## src/verilog/fhrs_defines.vh

```
`ifndef FHRS_DEFINES_VH
`define FHRS_DEFINES_VH
// ==========================================================
// Register indices, byte address is four times the index
`define FHRS_IDX_DRIVE_CTRL 10'h3f2
`define FHRS_IDX_STATUS     10'h3f4
`define FHRS_IDX_DATA       10'h3f5
`define FHRS_IDX_DIR        10'h3f7
`define FHRS_IDX_FORCE_CHG  10'h01e
`define FHRS_IDX_SHADOW     10'h01f
`define FHRS_IDX_CONFIG     10'h020
// ==========================================================
// Field positions
`define FHRS_RS_SRST        7
`define FHRS_RS_LP          6
`define FHRS_RS_PC_HI       4
`define FHRS_RS_PC_LO       2
`define FHRS_DC_RESET_N     2
`define FHRS_CFG_FIFO_EN    0
`define FHRS_CFG_THR_HI     7
`define FHRS_CFG_THR_LO     4
`define FHRS_CFG_DRT_HI     9
`define FHRS_CFG_DRT_LO     8
`define FHRS_CFG_DT_HI      11
`define FHRS_CFG_DT_LO      10
`define FHRS_CFG_TRK_HI     23
`define FHRS_CFG_TRK_LO     16
// ==========================================================
// Reset values
`define FHRS_RS_RESET       8'h02
`define FHRS_DC_RESET       8'h00
`define FHRS_CFG_RESET      24'h000000
// ==========================================================
// Rate select codes and resulting speeds
`define FHRS_RATE_1M        2'b11
`define FHRS_RATE_500K      2'b00
`define FHRS_RATE_300K      2'b01
`define FHRS_RATE_250K      2'b10
`define FHRS_SPD_250K       3'h0
`define FHRS_SPD_300K       3'h1
`define FHRS_SPD_500K       3'h2
`define FHRS_SPD_1M         3'h3
`define FHRS_SPD_2M         3'h4
`define FHRS_DRT_THREE_MODE 2'b01
`define FHRS_DRT_TAPE       2'b10
// ==========================================================
// Precompensation, in picoseconds
`define FHRS_PC_STEP_PS     18'h0a2c6
`define FHRS_PC_STEP_2M_PS  18'h05140
`define FHRS_PC_DEF_PS      18'h1e848
`define FHRS_PC_DEF_CODE    3'h7
// ==========================================================
// Timing
`define FHRS_CLK_NS         10
`define FHRS_SRST_NS        100
`define FHRS_SRST_CYC       ((`FHRS_SRST_NS + `FHRS_CLK_NS - 1) / `FHRS_CLK_NS)
`define FHRS_FIFO_DEPTH     16
`endif

```

## src/verilog/fhrs_host_port.v

```verilog
`timescale 1ns/1ns
`include "fhrs_defines.vh"
// How it works
// - Precomp field selects write delay steps
// - Precomp starts at programmed track, default zero
// - Default delay depends on active rate
// - Bit 6 enters low power, data port access or status read leaves
// - Bit 7 is a self-clearing soft reset
// - Written rate-select value readable in shadow
// - Standard rate table and density output
// - Three-mode drive makes code 01 500K
// - Tape type makes code 01 2M
// - Drive density pins follow drive type
// - Main status readable any time, no wait
// - Status bit 0 shows drive zero seeking
// - Status bits 1-3 and 5 read zero
// - Status bit 4 shows command busy
// - Status bit 6 gives transfer direction
// - Status bit 7 allows data port access
// - All bytes pass the one data port
// - FIFO disabled after any reset
// - No FIFO in command phase, flush at execution
// - Overrun or underrun aborts, pad with zeros
// - Service request leaves 16 minus threshold bytes of slack
// - Disk input status read-only, change in bit 7
// - Change flag is inverted pin or forced
// - Hardware reset loads 02, soft reset keeps
// - Rate follows last rate or config write
// - Drive control bit 2 low holds reset
module fhrs_host_port (
    // Clock and reset
    input  wire        sys_clk,
    input  wire        rst_n,
    // Wishbone slave
    input  wire        wb_cyc_i,
    input  wire        wb_stb_i,
    input  wire        wb_we_i,
    input  wire [11:0] wb_adr_i,
    input  wire [31:0] wb_dat_i,
    input  wire [3:0]  wb_sel_i,
    output reg  [31:0] wb_dat_o,
    output reg         wb_ack_o,
    // Command core status
    input  wire        core_dir,
    input  wire        core_xfer_en,
    input  wire        cmd_busy,
    input  wire        drive_zero_seeking,
    input  wire        core_cmd_phase,
    input  wire        core_exec_start,
    // Command core data side
    input  wire        core_push,
    input  wire [7:0]  core_push_data,
    input  wire        core_pop,
    output reg  [7:0]  core_pop_data,
    output wire        fifo_service_req,
    output reg         xfer_abort,
    // Controller control
    output wire        ctrl_reset,
    output reg         low_power,
    // Rate and precompensation
    input  wire [7:0]  cur_track,
    output reg  [1:0]  rate_code_out,
    output reg  [2:0]  rate_speed,
    output reg         density_select_out,
    output reg  [1:0]  drive_density_pins,
    output reg  [17:0] precomp_delay_ps,
    // Disk cable
    input  wire        media_change_n
);

    // ==========================================================
    // Bus decode
    wire [9:0] idx     = wb_adr_i[11:2];
    wire       take    = wb_cyc_i & wb_stb_i & ~wb_ack_o;
    wire       wr      = take & wb_we_i & wb_sel_i[0];
    wire       rd      = take & ~wb_we_i;
    wire       hit_st  = (idx == `FHRS_IDX_STATUS);
    wire       hit_dat = (idx == `FHRS_IDX_DATA);
    wire       hit_dir = (idx == `FHRS_IDX_DIR);
    wire       hit_dc  = (idx == `FHRS_IDX_DRIVE_CTRL);
    wire       hit_frc = (idx == `FHRS_IDX_FORCE_CHG);
    wire       hit_shd = (idx == `FHRS_IDX_SHADOW);
    wire       hit_cfg = (idx == `FHRS_IDX_CONFIG);

    // ==========================================================
    // State
    reg  [7:0]  rs_q;
    reg  [1:0]  rate_q;
    reg  [7:0]  dc_q;
    reg  [23:0] cfg_q;
    reg         force_q;
    reg  [3:0]  srst_cnt_q;
    reg  [2:0]  chg_s_q;
    reg         chg_lvl_q;
    reg  [7:0]  mem [0:`FHRS_FIFO_DEPTH-1];
    reg  [3:0]  wp_q;
    reg  [3:0]  rp_q;
    reg  [4:0]  cnt_q;
    // Self-clear length as a full word, trimmed to the counter on load
    wire [31:0] srst_cyc = `FHRS_SRST_CYC;

    // Soft reset: drive-control bit low, or the self-clearing pulse
    wire sw_rst = ~dc_q[`FHRS_DC_RESET_N] | (srst_cnt_q != 4'h0);
    assign ctrl_reset = sw_rst;

    // ==========================================================
    // Data port buffer
    // Parameters always go single-byte so the core paces them
    wire       fifo_en = cfg_q[`FHRS_CFG_FIFO_EN] & ~core_cmd_phase;
    wire       empty   = (cnt_q == 5'h00);
    wire       full    = fifo_en ? (cnt_q == 5'h10) : ~empty;
    wire [4:0] free    = 5'h10 - cnt_q;
    wire [4:0] thr     = {1'b0, cfg_q[`FHRS_CFG_THR_HI:`FHRS_CFG_THR_LO]};
    wire       host_request = core_xfer_en & (core_dir ? ~empty : ~full);
    // Wrong-direction host accesses, writes when full and reads when empty are dropped
    wire       h_push  = wr & hit_dat & ~core_dir & ~full;
    wire       h_pop   = rd & hit_dat & core_dir & ~empty;
    wire       c_push  = core_push & core_dir & ~full;
    wire       c_pop   = core_pop & ~core_dir & ~empty;
    wire       overrun = core_push & core_dir & full;
    wire       underrun = core_pop & ~core_dir & empty;
    wire       push    = h_push | c_push;
    wire       pop     = h_pop | c_pop;
    wire [7:0] wdata   = core_dir ? core_push_data : wb_dat_i[7:0];
    wire       flush   = sw_rst | core_exec_start;

    // Request at threshold bytes held or free, so host has 16 minus that in byte times
    assign fifo_service_req = core_xfer_en &
        ((fifo_en && thr != 5'h00) ?
         (core_dir ? (cnt_q >= thr) : (free >= thr)) :
         host_request);

    always @(posedge sys_clk) begin
        if (push) begin
            mem[wp_q] <= wdata;
        end
    end

    always @(posedge sys_clk) begin
        if (!rst_n || flush) begin
            wp_q  <= 4'h0;
            rp_q  <= 4'h0;
            cnt_q <= 5'h00;
        end else begin
            if (push) begin
                wp_q <= wp_q + 4'h1;
            end
            if (pop) begin
                rp_q <= rp_q + 4'h1;
            end
            if (push && !pop) begin
                cnt_q <= cnt_q + 5'h01;
            end else if (pop && !push) begin
                cnt_q <= cnt_q - 5'h01;
            end
        end
    end

    // Empty pop hands the core zeros so a write sector is padded
    always @(posedge sys_clk) begin
        if (!rst_n) begin
            core_pop_data <= 8'h00;
            xfer_abort    <= 1'b0;
        end else begin
            xfer_abort <= overrun | underrun;
            if (core_pop) begin
                core_pop_data <= c_pop ? mem[rp_q] : 8'h00;
            end
        end
    end

    // ==========================================================
    // Media change input, three stages, change on agreement
    always @(posedge sys_clk) begin
        if (!rst_n) begin
            chg_s_q   <= 3'b111;
            chg_lvl_q <= 1'b1;
        end else begin
            chg_s_q <= {chg_s_q[1:0], media_change_n};
            if (chg_s_q[1] == chg_s_q[2]) begin
                chg_lvl_q <= chg_s_q[2];
            end
        end
    end

    wire media_changed_flag = ~chg_lvl_q | force_q;

    // ==========================================================
    // Software registers
    always @(posedge sys_clk) begin
        if (!rst_n) begin
            rs_q       <= `FHRS_RS_RESET;
            rate_q     <= `FHRS_RATE_250K;
            dc_q       <= `FHRS_DC_RESET;
            cfg_q      <= `FHRS_CFG_RESET;
            force_q    <= 1'b0;
            srst_cnt_q <= 4'h0;
            low_power  <= 1'b0;
        end else begin
            if (srst_cnt_q != 4'h0) begin
                srst_cnt_q <= srst_cnt_q - 4'h1;
            end
            if (srst_cnt_q == 4'h1) begin
                rs_q[`FHRS_RS_SRST] <= 1'b0;
            end
            // A soft reset keeps rate select but drops FIFO mode
            if (sw_rst) begin
                cfg_q[`FHRS_CFG_FIFO_EN] <= 1'b0;
            end
            if (sw_rst || (take && hit_dat) || (rd && hit_st)) begin
                low_power <= 1'b0;
            end
            if (wr && hit_st) begin
                rs_q   <= wb_dat_i[7:0];
                rate_q <= wb_dat_i[1:0];
                if (wb_dat_i[`FHRS_RS_LP]) begin
                    low_power <= 1'b1;
                end
                if (wb_dat_i[`FHRS_RS_SRST]) begin
                    srst_cnt_q <= srst_cyc[3:0];
                end
            end
            if (wr && hit_dir) begin
                rate_q <= wb_dat_i[1:0];
            end
            if (wr && hit_dc) begin
                dc_q <= wb_dat_i[7:0];
            end
            if (wr && hit_frc) begin
                force_q <= wb_dat_i[0];
            end
            if (wr && hit_cfg && wb_sel_i == 4'hf) begin
                cfg_q <= wb_dat_i[23:0];
            end
        end
    end

    // ==========================================================
    // Bus answer: one cycle after the request is taken
    always @(posedge sys_clk) begin
        if (!rst_n) begin
            wb_ack_o <= 1'b0;
            wb_dat_o <= 32'h00000000;
        end else begin
            wb_ack_o <= take;
            if (rd) begin
                wb_dat_o <= 32'h00000000;
                if (hit_st) begin
                    wb_dat_o[7:0] <= {host_request,
                                      core_dir,
                                      1'b0,
                                      cmd_busy,
                                      3'b000,
                                      drive_zero_seeking};
                end else if (hit_dat) begin
                    wb_dat_o[7:0] <= h_pop ? mem[rp_q] : 8'h00;
                end else if (hit_dir) begin
                    wb_dat_o[7:0] <= {media_changed_flag, 7'h00};
                end else if (hit_dc) begin
                    wb_dat_o[7:0] <= dc_q;
                end else if (hit_frc) begin
                    wb_dat_o[0] <= force_q;
                end else if (hit_shd) begin
                    wb_dat_o[7:0] <= rs_q;
                end else if (hit_cfg) begin
                    wb_dat_o[23:0] <= cfg_q;
                end
            end
        end
    end

    // ==========================================================
    // Rate, density and precompensation
    wire [1:0] drive_rate_type = cfg_q[`FHRS_CFG_DRT_HI:`FHRS_CFG_DRT_LO];
    wire [1:0] dtb = cfg_q[`FHRS_CFG_DT_HI:`FHRS_CFG_DT_LO];
    wire [2:0] pc_code = rs_q[`FHRS_RS_PC_HI:`FHRS_RS_PC_LO];
    reg  [2:0]  spd_d;
    reg         den_d;
    reg  [1:0]  pins_d;
    reg  [17:0] step_d;
    reg  [17:0] def_d;
    reg  [17:0] pc_d;

    always @* begin
        case (rate_q)
            `FHRS_RATE_1M:   spd_d = `FHRS_SPD_1M;
            `FHRS_RATE_500K: spd_d = `FHRS_SPD_500K;
            `FHRS_RATE_250K: spd_d = `FHRS_SPD_250K;
            default: begin
                if (drive_rate_type == `FHRS_DRT_THREE_MODE) begin
                    spd_d = `FHRS_SPD_500K;
                end else if (drive_rate_type == `FHRS_DRT_TAPE) begin
                    spd_d = `FHRS_SPD_2M;
                end else begin
                    spd_d = `FHRS_SPD_300K;
                end
            end
        endcase
        den_d = (rate_q == `FHRS_RATE_1M) || (rate_q == `FHRS_RATE_500K);
        case (dtb)
            2'b00:   pins_d = {rate_q[0], den_d};
            2'b10:   pins_d = {rate_q[0], rate_q[1]};
            2'b01:   pins_d = {rate_q[0], ~den_d};
            default: pins_d = {rate_q[1], rate_q[0]};
        endcase
        step_d = (spd_d == `FHRS_SPD_2M) ? `FHRS_PC_STEP_2M_PS : `FHRS_PC_STEP_PS;
        if (spd_d == `FHRS_SPD_2M) begin
            def_d = `FHRS_PC_STEP_2M_PS;
        end else if (spd_d == `FHRS_SPD_1M) begin
            def_d = `FHRS_PC_STEP_PS;
        end else begin
            def_d = `FHRS_PC_DEF_PS;
        end
        if (cur_track < cfg_q[`FHRS_CFG_TRK_HI:`FHRS_CFG_TRK_LO]) begin
            pc_d = 18'h00000;
        end else if (pc_code == `FHRS_PC_DEF_CODE) begin
            pc_d = def_d;
        end else begin
            pc_d = step_d * {15'h0000, pc_code};
        end
    end

    always @(posedge sys_clk) begin
        if (!rst_n) begin
            rate_code_out      <= 2'b00;
            rate_speed         <= 3'h0;
            density_select_out <= 1'b0;
            drive_density_pins <= 2'b00;
            precomp_delay_ps   <= 18'h00000;
        end else begin
            rate_code_out      <= rate_q;
            rate_speed         <= spd_d;
            density_select_out <= den_d;
            drive_density_pins <= pins_d;
            precomp_delay_ps   <= pc_d;
        end
    end

endmodule

```

## config.mk

```make
export PLATFORM = sky130hd
export DESIGN_NAME = fhrs_host_port
export DESIGN_NICKNAME = d
export VERILOG_FILES = /design/src/verilog/fhrs_host_port.v
export VERILOG_INCLUDE_DIRS = /design/src /design/src/verilog
export SDC_FILE = /design/constraint.sdc
export NUM_CORES = 1
export LEC_CHECK = 0
export BUFFER_PORTS_ARGS = -buffer_cell sky130_fd_sc_hd__buf_2
export CORE_UTILIZATION = 39
export DETAILED_ROUTE_END_ITERATION = 8
export SKIP_LAST_GASP = 1
export SLEW_MARGIN = 20
export SYNTH_ARGS = -nofsm -noshare
export SYNTH_HDL_FRONTEND = slang
export SYNTH_SLANG_ARGS = --single-unit
```

## constraint.sdc

```tcl
create_clock -name sys_clk -period 3.8 [get_ports sys_clk]
set_clock_uncertainty 0.2 [all_clocks]
set_input_delay 0.19 -clock sys_clk [delete_from_list [all_inputs] [get_ports sys_clk]]
set_output_delay 0.19 -clock sys_clk [all_outputs]
set_load 0.02 [all_outputs]
```

* Yosys cells after proc, flatten, opt, wreduce, memory -nomap -nowiden
Memory sizes are Yosys's and may differ from the RTL's. A register that Yosys moved wholly into a read port is not among the register bits.
Cells that the tools add are included.
** Storage, ports and cells
- Flip-flop bits (word level) :: 125
- Bits in writable memories :: 128
- Input bits :: 78
- Memories :: 1
** Memory list
- mem :: words 16, width 8, rd ports 1, clocked after Yosys merged registers in 1, write ports 1, RTL line fhrs_host_port.v:95 : reg [7:0] mem [0:`FHRS_FIFO_DEPTH-1];
** Cells by class
- Add/subtract/negate cells :: 6
- Multiply operators :: 1
- Magnitude comparators :: 3
- Equality and inequality tests :: 20
- Mux-type cells :: 46
- Bitwise operators :: 36
- Reductions and logical operators :: 28
** Operators by type and width (count)
- $mux 16 :: 6
- $mux 8 :: 9
- $eq 10x10->1 const B :: 4
- $mux 17 :: 2
- $mux 24 :: 1
- $mux 23 :: 1
- $and 1x1->1 :: 20
- $eq 10x5->1 const B :: 2
- $mux 4 :: 5
- $mul 16x3->18 :: 1
- $mux 18 :: 1
- $mux 1 :: 13
- $logic_and 1x1->1 :: 11
- $eq 10x6->1 const B :: 1
- $ge 5x4->1 :: 2
- $mux 5 :: 2
- $not 1->1 :: 10
- $pmux 3 s3 :: 1
- $add 4x1->4 const B :: 2
- $eq 2x2->1 const B :: 4
- $lt 8x8->1 :: 1
- $reduce_bool 2->1 :: 4
- $eq 3x3->1 const B :: 2
- $mux 3 :: 2
- 20 further kinds :: 33

* Depth between registers and ports, before layout
Gate-level depths: netlist (run 1).
- Depth after elaboration :: 12
- Mapped depth :: 15

* Worst setup path after synthesis (run 1)
OpenSTA, ideal clock, no wires.
- Path kind :: register -> register
- Start point :: reg cnt_q[0]
- End point :: reg cnt_q[4]
- Data arrival time :: 3.274 ns
- Data required time :: 3.529 ns
- Setup slack :: 0.255 ns
- Cell stages (with the launch flop) :: 16
- Path buffers :: 1
- Clock period less this slack :: 3.545 ns
- Path through :: dfxtp_1 -> inv_1 -> ha_1 -> nor3b_1 -> mux2i_1 -> inv_1 -> nor2_1 -> buf_2 -> ha_1 -> inv_1 -> fa_1 -> a21o_1 -> a21oi_1 -> xnor2_1 -> or3_1 -> a21oi_1
** Between the ends
- Cells in the longest elaborated chain, start to end :: 9
- Elaborated cells between the ends (all ways) :: 20
** Ends and longest elaborated chain
- start, declared :: RTL line fhrs_host_port.v:98 : reg [4:0] cnt_q;
- start signal, assigned :: RTL line fhrs_host_port.v:152 : cnt_q <= cnt_q + 5'h01;
- start signal, assigned :: RTL line fhrs_host_port.v:154 : cnt_q <= cnt_q - 5'h01;
- $logic_not 5->1 :: RTL line fhrs_host_port.v:110 : wire empty = (cnt_q == 5'h00);
- $not 1->1 :: RTL line fhrs_host_port.v:111 : wire full = fifo_en ? (cnt_q == 5'h10) : ~empty;
- $mux 1 * :: RTL line fhrs_host_port.v:111
- $not 1->1 * :: RTL line fhrs_host_port.v:116, fhrs_host_port.v:118
- $and 1x1->1 (on tied branches) :: RTL line fhrs_host_port.v:116, fhrs_host_port.v:118
- $or 1x1->1 * :: RTL line fhrs_host_port.v:122 : wire push = h_push | c_push;
- via push :: RTL line fhrs_host_port.v:122
- $logic_not 1->1 :: RTL line fhrs_host_port.v:153 : end else if (pop && !push) begin
- $logic_and 1x1->1 :: RTL line fhrs_host_port.v:153
- $reduce_bool 2->1 (no line)
Mark *: on every way through the listed nets, which the timed path passes. The rest lies on a longest branch. The select of a mux whose other input is x is not followed.
A chain may end at the register's enable or synchronous reset.

* Final worst setup path (run 1)
- Start point :: reg cfg_q[8]
- End point :: reg precomp_delay_ps[16]
** Between the ends
- Cells in the longest elaborated chain, start to end :: 8
- Elaborated cells between the ends (all ways) :: 12
** Ends and longest elaborated chain
- start, declared :: RTL line fhrs_host_port.v:90 : reg [23:0] cfg_q;
- start signal, assigned :: RTL line fhrs_host_port.v:195 : cfg_q <= `FHRS_CFG_RESET;
- start signal, assigned :: RTL line fhrs_host_port.v:233 : cfg_q <= wb_dat_i[23:0];
- $eq 2x2->1 (no line)
- $mux 3 :: RTL line fhrs_host_port.v:292 : end else if (drive_rate_type == `FHRS_DRT_TAPE) begin
- $mux 3 * :: RTL line fhrs_host_port.v:290 : if (drive_rate_type == `FHRS_DRT_THREE_MODE) begin
- $pmux 3 s3 * :: RTL line fhrs_host_port.v:285 : case (rate_q)
- $eq 3x3->1 (no line) / $eq 3x2->1 (equally long branches)
- $mux 16 (no line) / $mux 17 (equally long branches)
- $mul 16x3->18 / $mux 17 (equally long branches) :: RTL line fhrs_host_port.v:319, fhrs_host_port.v:307
- $mux 18 * :: RTL line fhrs_host_port.v:316 : end else if (pc_code == `FHRS_PC_DEF_CODE) begin
- end signal, assigned :: RTL line fhrs_host_port.v:335 : precomp_delay_ps <= pc_d;
- end, declared :: RTL line fhrs_host_port.v:66 : output reg [17:0] precomp_delay_ps,
Every way passes the cells marked *; elsewhere a longest branch is shown, timed or not.

==> metrics.md, run 1 <==
| Metric | Value |
|---|---|
| Outcome | `complete, no violations` |
| Antenna viol nets, final | `0` |
| Max cap viols | `0` |
| Setup crit end | `precomp_delay_ps[16]` |
| Cell Int Power | `~0.0045 W` |
| Crit path required time | `between 4000 and 5000 ps` |
| Layout fillers | `between 2000 and 3000` |
| Cts bufs inserted | `26` |
| Gr ovfl total | `0` |
| Initial Util | `between 40% and 50%` |
| Synth unique cells | `slightly above 70` |
| WS Path Type | `register to register` |
| Post-Place Cells | `about 1500` |
| Worst setup path startpoint | `cfg_q[8]` |
| R2R Setup Slk | `around 320 ps` |
| Pwr dens | `just over 400 mW/mm^2` |
| Slew @ Worst Pin | `between 900 and 1000 ps` |
| Clock Path Buffers | `3` |
| Sequential cell area fraction in the yosys report | `between 50% and 60%` |
| Clock latency on the worst-skew pair | `540 ps` |
| I/O pin count | `about 150` |
| DR iter-0 viols | `~550` |
| Ys flop type | `edfxtp_1` |
| Reg-to-reg critical path startpoint | `cfg_q[8]` |
| Die height | `about 170 um` |
| Core box area | `slightly below 0.03 mm^2` |
| Crit path arrival time | `between 3000 and 4000 ps` |
| Pre-CTS setup slack | `~260 ps` |
| Routed via count | `between 8000 and 9000` |
| Hold Startpoint | `wb_adr_i[7]` |
| Worst setup SP type | `register` |
| Pin count of the biggest net entering global routing | `46` |
| Initial antenna violation count | `0` |
| Final worst-path cycle share | `91.58%` |
| # rows | `just over 60` |
| Final Hold Fails | `0` |
| Die footprint | `0.03046 mm^2` |
| Final worst path period need | `roughly 3500 ps` |
| Ratio of cells with drive above 1 in the final layout | `between 20% and 30%` |
| Clock power frac | `42.7%` |
| Setup ws final | `around 320 ps` |
| CTS tree | `yes` |
| Post-DP HPWL | `between 20000 and 25000 um` |
| Vias/cell | `around 5.2` |
| Switch share | `around 22%` |
| Routed WL | `between 20000 and 30000 um` |
| Worst Hold Class | `input port to register` |
| Final GP Congestion | `~0.84` |
| Leakage | `approximately 5.2 nW` |
| Setup bufs post-CTS | `0` |
| Post-synth EDFFs | `between 100 and 150` |
| Combinational cell fraction of total power | `roughly 6.2%` |
| Slew headroom | `roughly 38%` |
| Layout Nets | `1321` |
| Synthesis warning total | `0` |
| First-pass detailed-route iteration total | `5` |
| Design area | `between 0.01 and 0.015 mm^2` |
| First-pass GRT wire length | `45150 um` |
| Clock Tree Root | `clkbuf_16` |
| Vias in the first global route | `roughly 8100` |
| Largest area contributor in the netlist | `edfxtp_1` |
| Cell Area, Synth | `around 0.012 mm^2` |
| Hold Crit Depth | `5` |
| Top cell type's share of synthesized area | `around 33%` |
| Setup TNS | `0 ps` |
| Syn-to-layout area delta | `20.32%` |
| Synth area leaders | `edfxtp_1 33%, dfxtp_1 22%, mux4_2 6.2%` |
| Reg2Reg Depth | `12` |
| Crit Path Max Fanout | `4` |
| GRT Overall Usage | `18.99%` |
| Worst hold slack | `approximately 13 ps` |
| CTS Sinks | `256` |
| Die Wd | `~170 um` |
| Final std cells w/o fill | `between 1500 and 2000` |
| Per-instance average area after synthesis | `between 10 and 15 um^2` |
| Placement Cell Area | `around 0.013 mm^2` |
| Worst R2R End | `precomp_delay_ps[16]` |
| Setup crit end kind | `register` |
| F_max | `around 290 MHz` |
| Peak supply drop | `around 0.00044 V` |
| Slew Limit Fails | `0` |
| Clock slew at reported path FFs | `around 60 ps` |
| Reg area | `between 0.006 and 0.007 mm^2` |
| H-tree lvl count | `1` |
| Reg power frac | `between 50% and 60%` |
| Area of the multi-input gates | `a little under 0.005 mm^2` |
| IO Port Bufs | `about 130` |
| NetSw | `0.001282 W` |
| Post-Synthesis Cells | `slightly above 1000` |
| # DRC | `0` |
| Post-synth ARST share | `0%` |
| Final setup fails | `0` |
| Yosys reg bits | `roughly 260` |
| Avg WL per Cell | `18.07 um` |
| Ant diodes | `0` |
## logic make-up after synthesis
family	after synthesis	synth area share (%)
other	1	0.03231
XOR/XNOR	12	0.9055
AND/OR/NAND/NOR	353	15.02
buffers and inverters	102	3.719
multiplexers	62	8.904
flip-flops	256	55.19
adder cells (fa/ha/maj)	46	5.088
AO/OA/AOI/OAI	194	11.15
## synthesized netlist by cell type, types with 9 or more instances
cell type and number:
mux4_2 32, edfxtp_1 128, a21oi_1 44, mux2i_1 20
and3_1 20, nand3_1 57, ha_1 44, nor3_1 13
inv_1 36, nor2_1 39, nand2b_1 9, nand2_1 146
clkbuf_1 44, a21boi_0 56, and2_1 10, buf_4 9
dfxtp_1 128, mux2_2 10, xnor2_1 10, nor2b_1 15
o21ai_0 32
## cell type report
class                      count  area share [%]
inverter                      37          0.9944
multi-input combinational    678           34.74
sequential                   256           45.88
clock buffer                  32           4.892
timing repair buffer         198           9.120
tap                          384           3.440
clock inverter                15          0.9317
## cells in the final DEF, fill, tap and decap left out, types with 4 or more instances in the layout
master / netlist / final
and2_1: 10 / 10
mux2_2: 10 / 10
conb_1: 1 / 11
nand4_1: 8 / 8
a21o_1: 8 / 8
buf_4: 9 / 29
edfxtp_1: 128 / 128
a21boi_1: 4 / 4
clkbuf_1: 44 / 5
xnor2_1: 10 / 10
and3_1: 20 / 20
nand2b_1: 9 / 9
buf_2: 6 / 129
dlygate4sd3_1: 0 / 39
nor4_1: 6 / 5
or3_1: 6 / 6
nor3_1: 13 / 13
a211oi_1: 6 / 6
mux2i_1: 20 / 20
inv_1: 36 / 36
ha_1: 44 / 44
o21ai_0: 32 / 32
dfxtp_1: 128 / 127
clkinv_1: 1 / 8
clkinv_2: 0 / 4
a31oi_1: 6 / 6
nand2_1: 146 / 146
nand3_1: 57 / 57
a21oi_1: 44 / 44
a21boi_0: 56 / 56
nor4b_2: 1 / 4
mux4_2: 32 / 32
o211ai_1: 6 / 6
clkbuf_16: 0 / 26
nor2b_1: 15 / 15
nor2_1: 39 / 39
## registers in the layout (all words and copies together) (netlist names), 4 cells and up, named ones only
| signal | flops |
|---|---|
| cfg_q | 24 |
| wp_q | 4 |
| rs_q | 8 |
| core_pop_data | 8 |
| rp_q | 4 |
| dc_q | 8 |
| mem | 128 |
| wb_dat_o | 24 |
| precomp_delay_ps | 17 |
| srst_cnt_q | 4 |
| cnt_q | 5 |
## metal layers
| layer | track usage, % | up-vias | share of wire, % |
|---|---|---|---|
| met4 | 4.203 | 0 | 1.8 |
| met1 | 26.24 | 4030 | 46 |
| met3 | 2.472 | 37 | 4.5 |
| met5 | 0 | - | 0 |
| met2 | 31.79 | 198 | 48 |
| li1 | - | 4077 | - |
## timing repair
| action | in CTS | in global routing |
|---|---|---|
| hold buffers | 39 | 0 |
| endpoints found under the hold margin | 80 | 0 |
| endpoints found under the setup margin | 0 | 1 |
| resized for setup | 0 | 1 |
## critical path, stage by stage (launching register included)
cell and delay (ps):
dfxtp_1 400, inv_1 70, ha_1 320, nand4bb_1 270
and2_1 270, a21o_1 180, ha_1 350, fa_1 240
nand3_1 110, a211oi_1 370, o21ai_0 160, or3_1 320
a31oi_1 150
## worst min-delay path by stage
stage | slack, ps | end
2_1_floorplan | 90 | chg_s_q[0]
6_report | 10 | dc_q[0]
4_1_cts | 3 | dc_q[0]
3_5_place_dp | 190 | chg_s_q[1]
3_3_place_gp | 190 | chg_s_q[1]
5_1_grt | 40 | dc_q[7]
## power by group through the flow
stage          combinational (W)  sequential, W  clock, W
2_1_floorplan           0.000212        0.00301         0
3_3_place_gp            0.000324        0.00301         0
3_5_place_dp            0.000328        0.00301         0
4_1_cts                 0.000360        0.00295   0.00251
5_1_grt                 0.000403        0.00295   0.00262
6_report                0.000360        0.00295   0.00247
## through the flow
step           power, W  utilization (%)
2_1_floorplan  0.003220                -
3_3_place_gp   0.003329            43.97
3_5_place_dp   0.003334            43.97
4_1_cts        0.005817            48.12
5_1_grt        0.005970            48.14
6_report       0.005772            48.14
Note: power is estimated with default switching activity, not from simulation.
==> run 2: changes to the inputs <==
REMOVE_ABC_BUFFERS = 1   (was unset)
==> run 2 against run 1 <==
  * Sequential share of layout area is 0.61 points lower
  * Clock power is 18% higher
  * Via count is 1.7% higher
  * Worst setup slack worse by 9.7 ps
  * First-iteration DRC count is 9.4% higher
  * Sequential power hardly changed
  * Sequential cell count stayed put
  * Die area stayed put
  * Combinational power is 2% higher
  * Global-route usage is 0.40 points higher
  * Non-clock buffer count stayed put
  * Total power is 7.9% higher
  * Critical path type unchanged
  * Largest cell class unchanged
==> metrics.md, run 2 (synthesized netlist as in run 1, its figures left out) <==
| Metric | Value |
|---|---|
| Outcome | `complete, no violations` |
| Vias in the first global route | `8310` |
| Initial antenna violation count | `0` |
| Biggest register | `mem` |
| I/O pin count | `around 150` |
| Placement Cell Area | `0.01272 mm^2` |
| Clock Tree Root | `clkbuf_16` |
| Reg-to-reg critical path startpoint | `cnt_q[0]` |
| Worst Hold Path EP | `mem[13][0]` |
| Commonest non-fill, non-tap cell in the layout | `nand2_1` |
| Setup ws final | `just over 300 ps` |
| Crit Path Max Fanout | `5` |
| Pre-CTS setup slack | `around 230 ps` |
| Layout Nets | `about 1300` |
| Design area | `roughly 0.014 mm^2` |
| Slowest-stage cell, CP | `dfxtp_1` |
| Vias/cell | `~5.3` |
| Hold Startpoint | `core_push_data[0]` |
| Cts bufs inserted | `28` |
| Setup crit end kind | `register` |
| Die footprint | `between 0.03 and 0.04 mm^2` |
| First-pass GRT wire length | `about 46000 um` |
| Worst R2R End | `cnt_q[4]` |
| Avg WL per Cell | `18.42 um` |
| CTS Sinks | `256` |
| Die Wd | `about 170 um` |
| Final std cells w/o fill | `1605` |
| Post-Place Cells | `approximately 1500` |
| DR iter-0 viols | `slightly above 600` |
| Routed via count | `about 8500` |
| Ant diodes | `0` |
| WS Path Type | `register to register` |
| Biggest regs | `mem: 128 flops, cfg_q: 24 flops, wb_dat_o: 24 flops` |
| Peak supply drop | `around 0.00042 V` |
| Hold Crit Depth | `2` |
| Final worst path period need | `~3500 ps` |
| Final setup fails | `0` |
| Final worst-path cycle share | `91.84%` |
| GRT Overall Usage | `between 15 and 20%` |
| Clock slew at reported path FFs | `approximately 60 ps` |
| Ratio of cells with drive above 1 in the final layout | `between 20 and 25%` |
| R2R Setup Slk | `roughly 310 ps` |
| Most frequent cells in the layout | `146 x nand2_1, 129 x buf_2, 128 x edfxtp_1` |
| # DRC | `0` |
| RSZ-0062 raised after global routing | `no` |
| Leakage | `roughly 5.3 nW` |
| F_max | `between 200 and 300 MHz` |
| IO Port Bufs | `approximately 130` |
| Core box area | `around 0.029 mm^2` |
| Clock latency on the worst-skew pair | `540 ps` |
| Worst hold slack | `33.77 ps` |
| Number of flip-flops in the largest register | `about 130` |
| Reg2Reg Depth | `14` |
| Clock Path Buffers | `3` |
| CP Cell Sequence | `inv_1, ha_1, nor3b_2, ha_1, nor3b_1, a31oi_1, ha_1, inv_1, ha_1, a21o_1, a21oi_1, xnor2_1, or3_1, a21oi_1` |
| Crit path arrival time | `roughly 3800 ps` |
| Crit path required time | `4070 ps` |
| Routed WL | `29560 um` |
| WP buf/inv | `2` |
| First-pass detailed-route iteration total | `5` |
| Antenna viol nets, final | `0` |
| Initial Util | `around two fifths` |
| Worst Hold Class | `input port to register` |
| H-tree lvl count | `1` |
| Slew Limit Fails | `0` |
| Final Hold Fails | `0` |
| Post-DP HPWL | `approximately 20000 um` |
| Final GP Congestion | `0.8347` |
| Worst setup SP type | `register` |
| Die height | `about 170 um` |
| Pin count of the biggest net entering global routing | `36` |
| Slew @ Worst Pin | `approximately 960 ps` |
| Crit path top cell by count | `ha_1` |
| Kind of cell adding the most delay to the critical path | `adder cells` |
| CP max stage delay | `430 ps` |
| Slew headroom | `a little over a third` |
| Gr ovfl total | `0` |
| Pwr dens | `between 400 and 500 mW/mm^2` |
| CTS tree | `yes` |
| Max cap viols | `0` |
| # rows | `slightly above 60` |
| WP depth | `14` |
| Syn-to-layout area delta | `21.95%` |
run 2: cell type report:
class / count / area [um^2]
clock buffers: 42 / 885.9
clock inverters: 10 / 138.9
fillers: 2646 / 14860
inverters: 37 / 138.9
multi-input cells: 678 / 4840
flip-flops and latches: 256 / 6407
well taps: 384 / 480.5
repair buffers: 198 / 1264
run 2: timing repair:
action,CTS,global route
endpoints found under the setup margin,0,1
setup buffers,0,0
endpoints found under the hold margin,77,0
hold buffers,40,0
gates resized for setup,0,1
run 2: power breakdown:
group          switching [W]  internal (W)  total [W]
Sequential         0.0000141       0.00293    0.00295
Combinational       0.000218      0.000150   0.000368
Clock                0.00110       0.00181    0.00291
run 2: per-layer routing:
layer  track usage, %  share of wire [%]
met2            32.37                 47
met3            3.762                6.1
met4            4.601                1.9
met1            25.93                 45
met5                0                  0
run 2: how the worst max path moves through the flow:
stage | startpoint | end | slack, ps
after floorplan | wb_ack_o | cnt_q[4] | -1300
after global placement | cnt_q[0] | cnt_q[4] | 300
after detailed placement | cnt_q[0] | cnt_q[4] | 230
after CTS | cnt_q[0] | cnt_q[4] | 210
after global routing | cnt_q[0] | cnt_q[4] | 10
final | cnt_q[0] | cnt_q[4] | 310
run 2: through the flow:
step | TNS [ps] | power [W] | util, %
finish | 0 | 0.006229 | 48.79
detailed placement | 0 | 0.003342 | 43.86
floorplan | -6021 | 0.003194 | -
CTS | 0 | 0.006289 | 48.77
global placement | 0 | 0.003331 | 43.86
global route | 0 | 0.006439 | 48.79
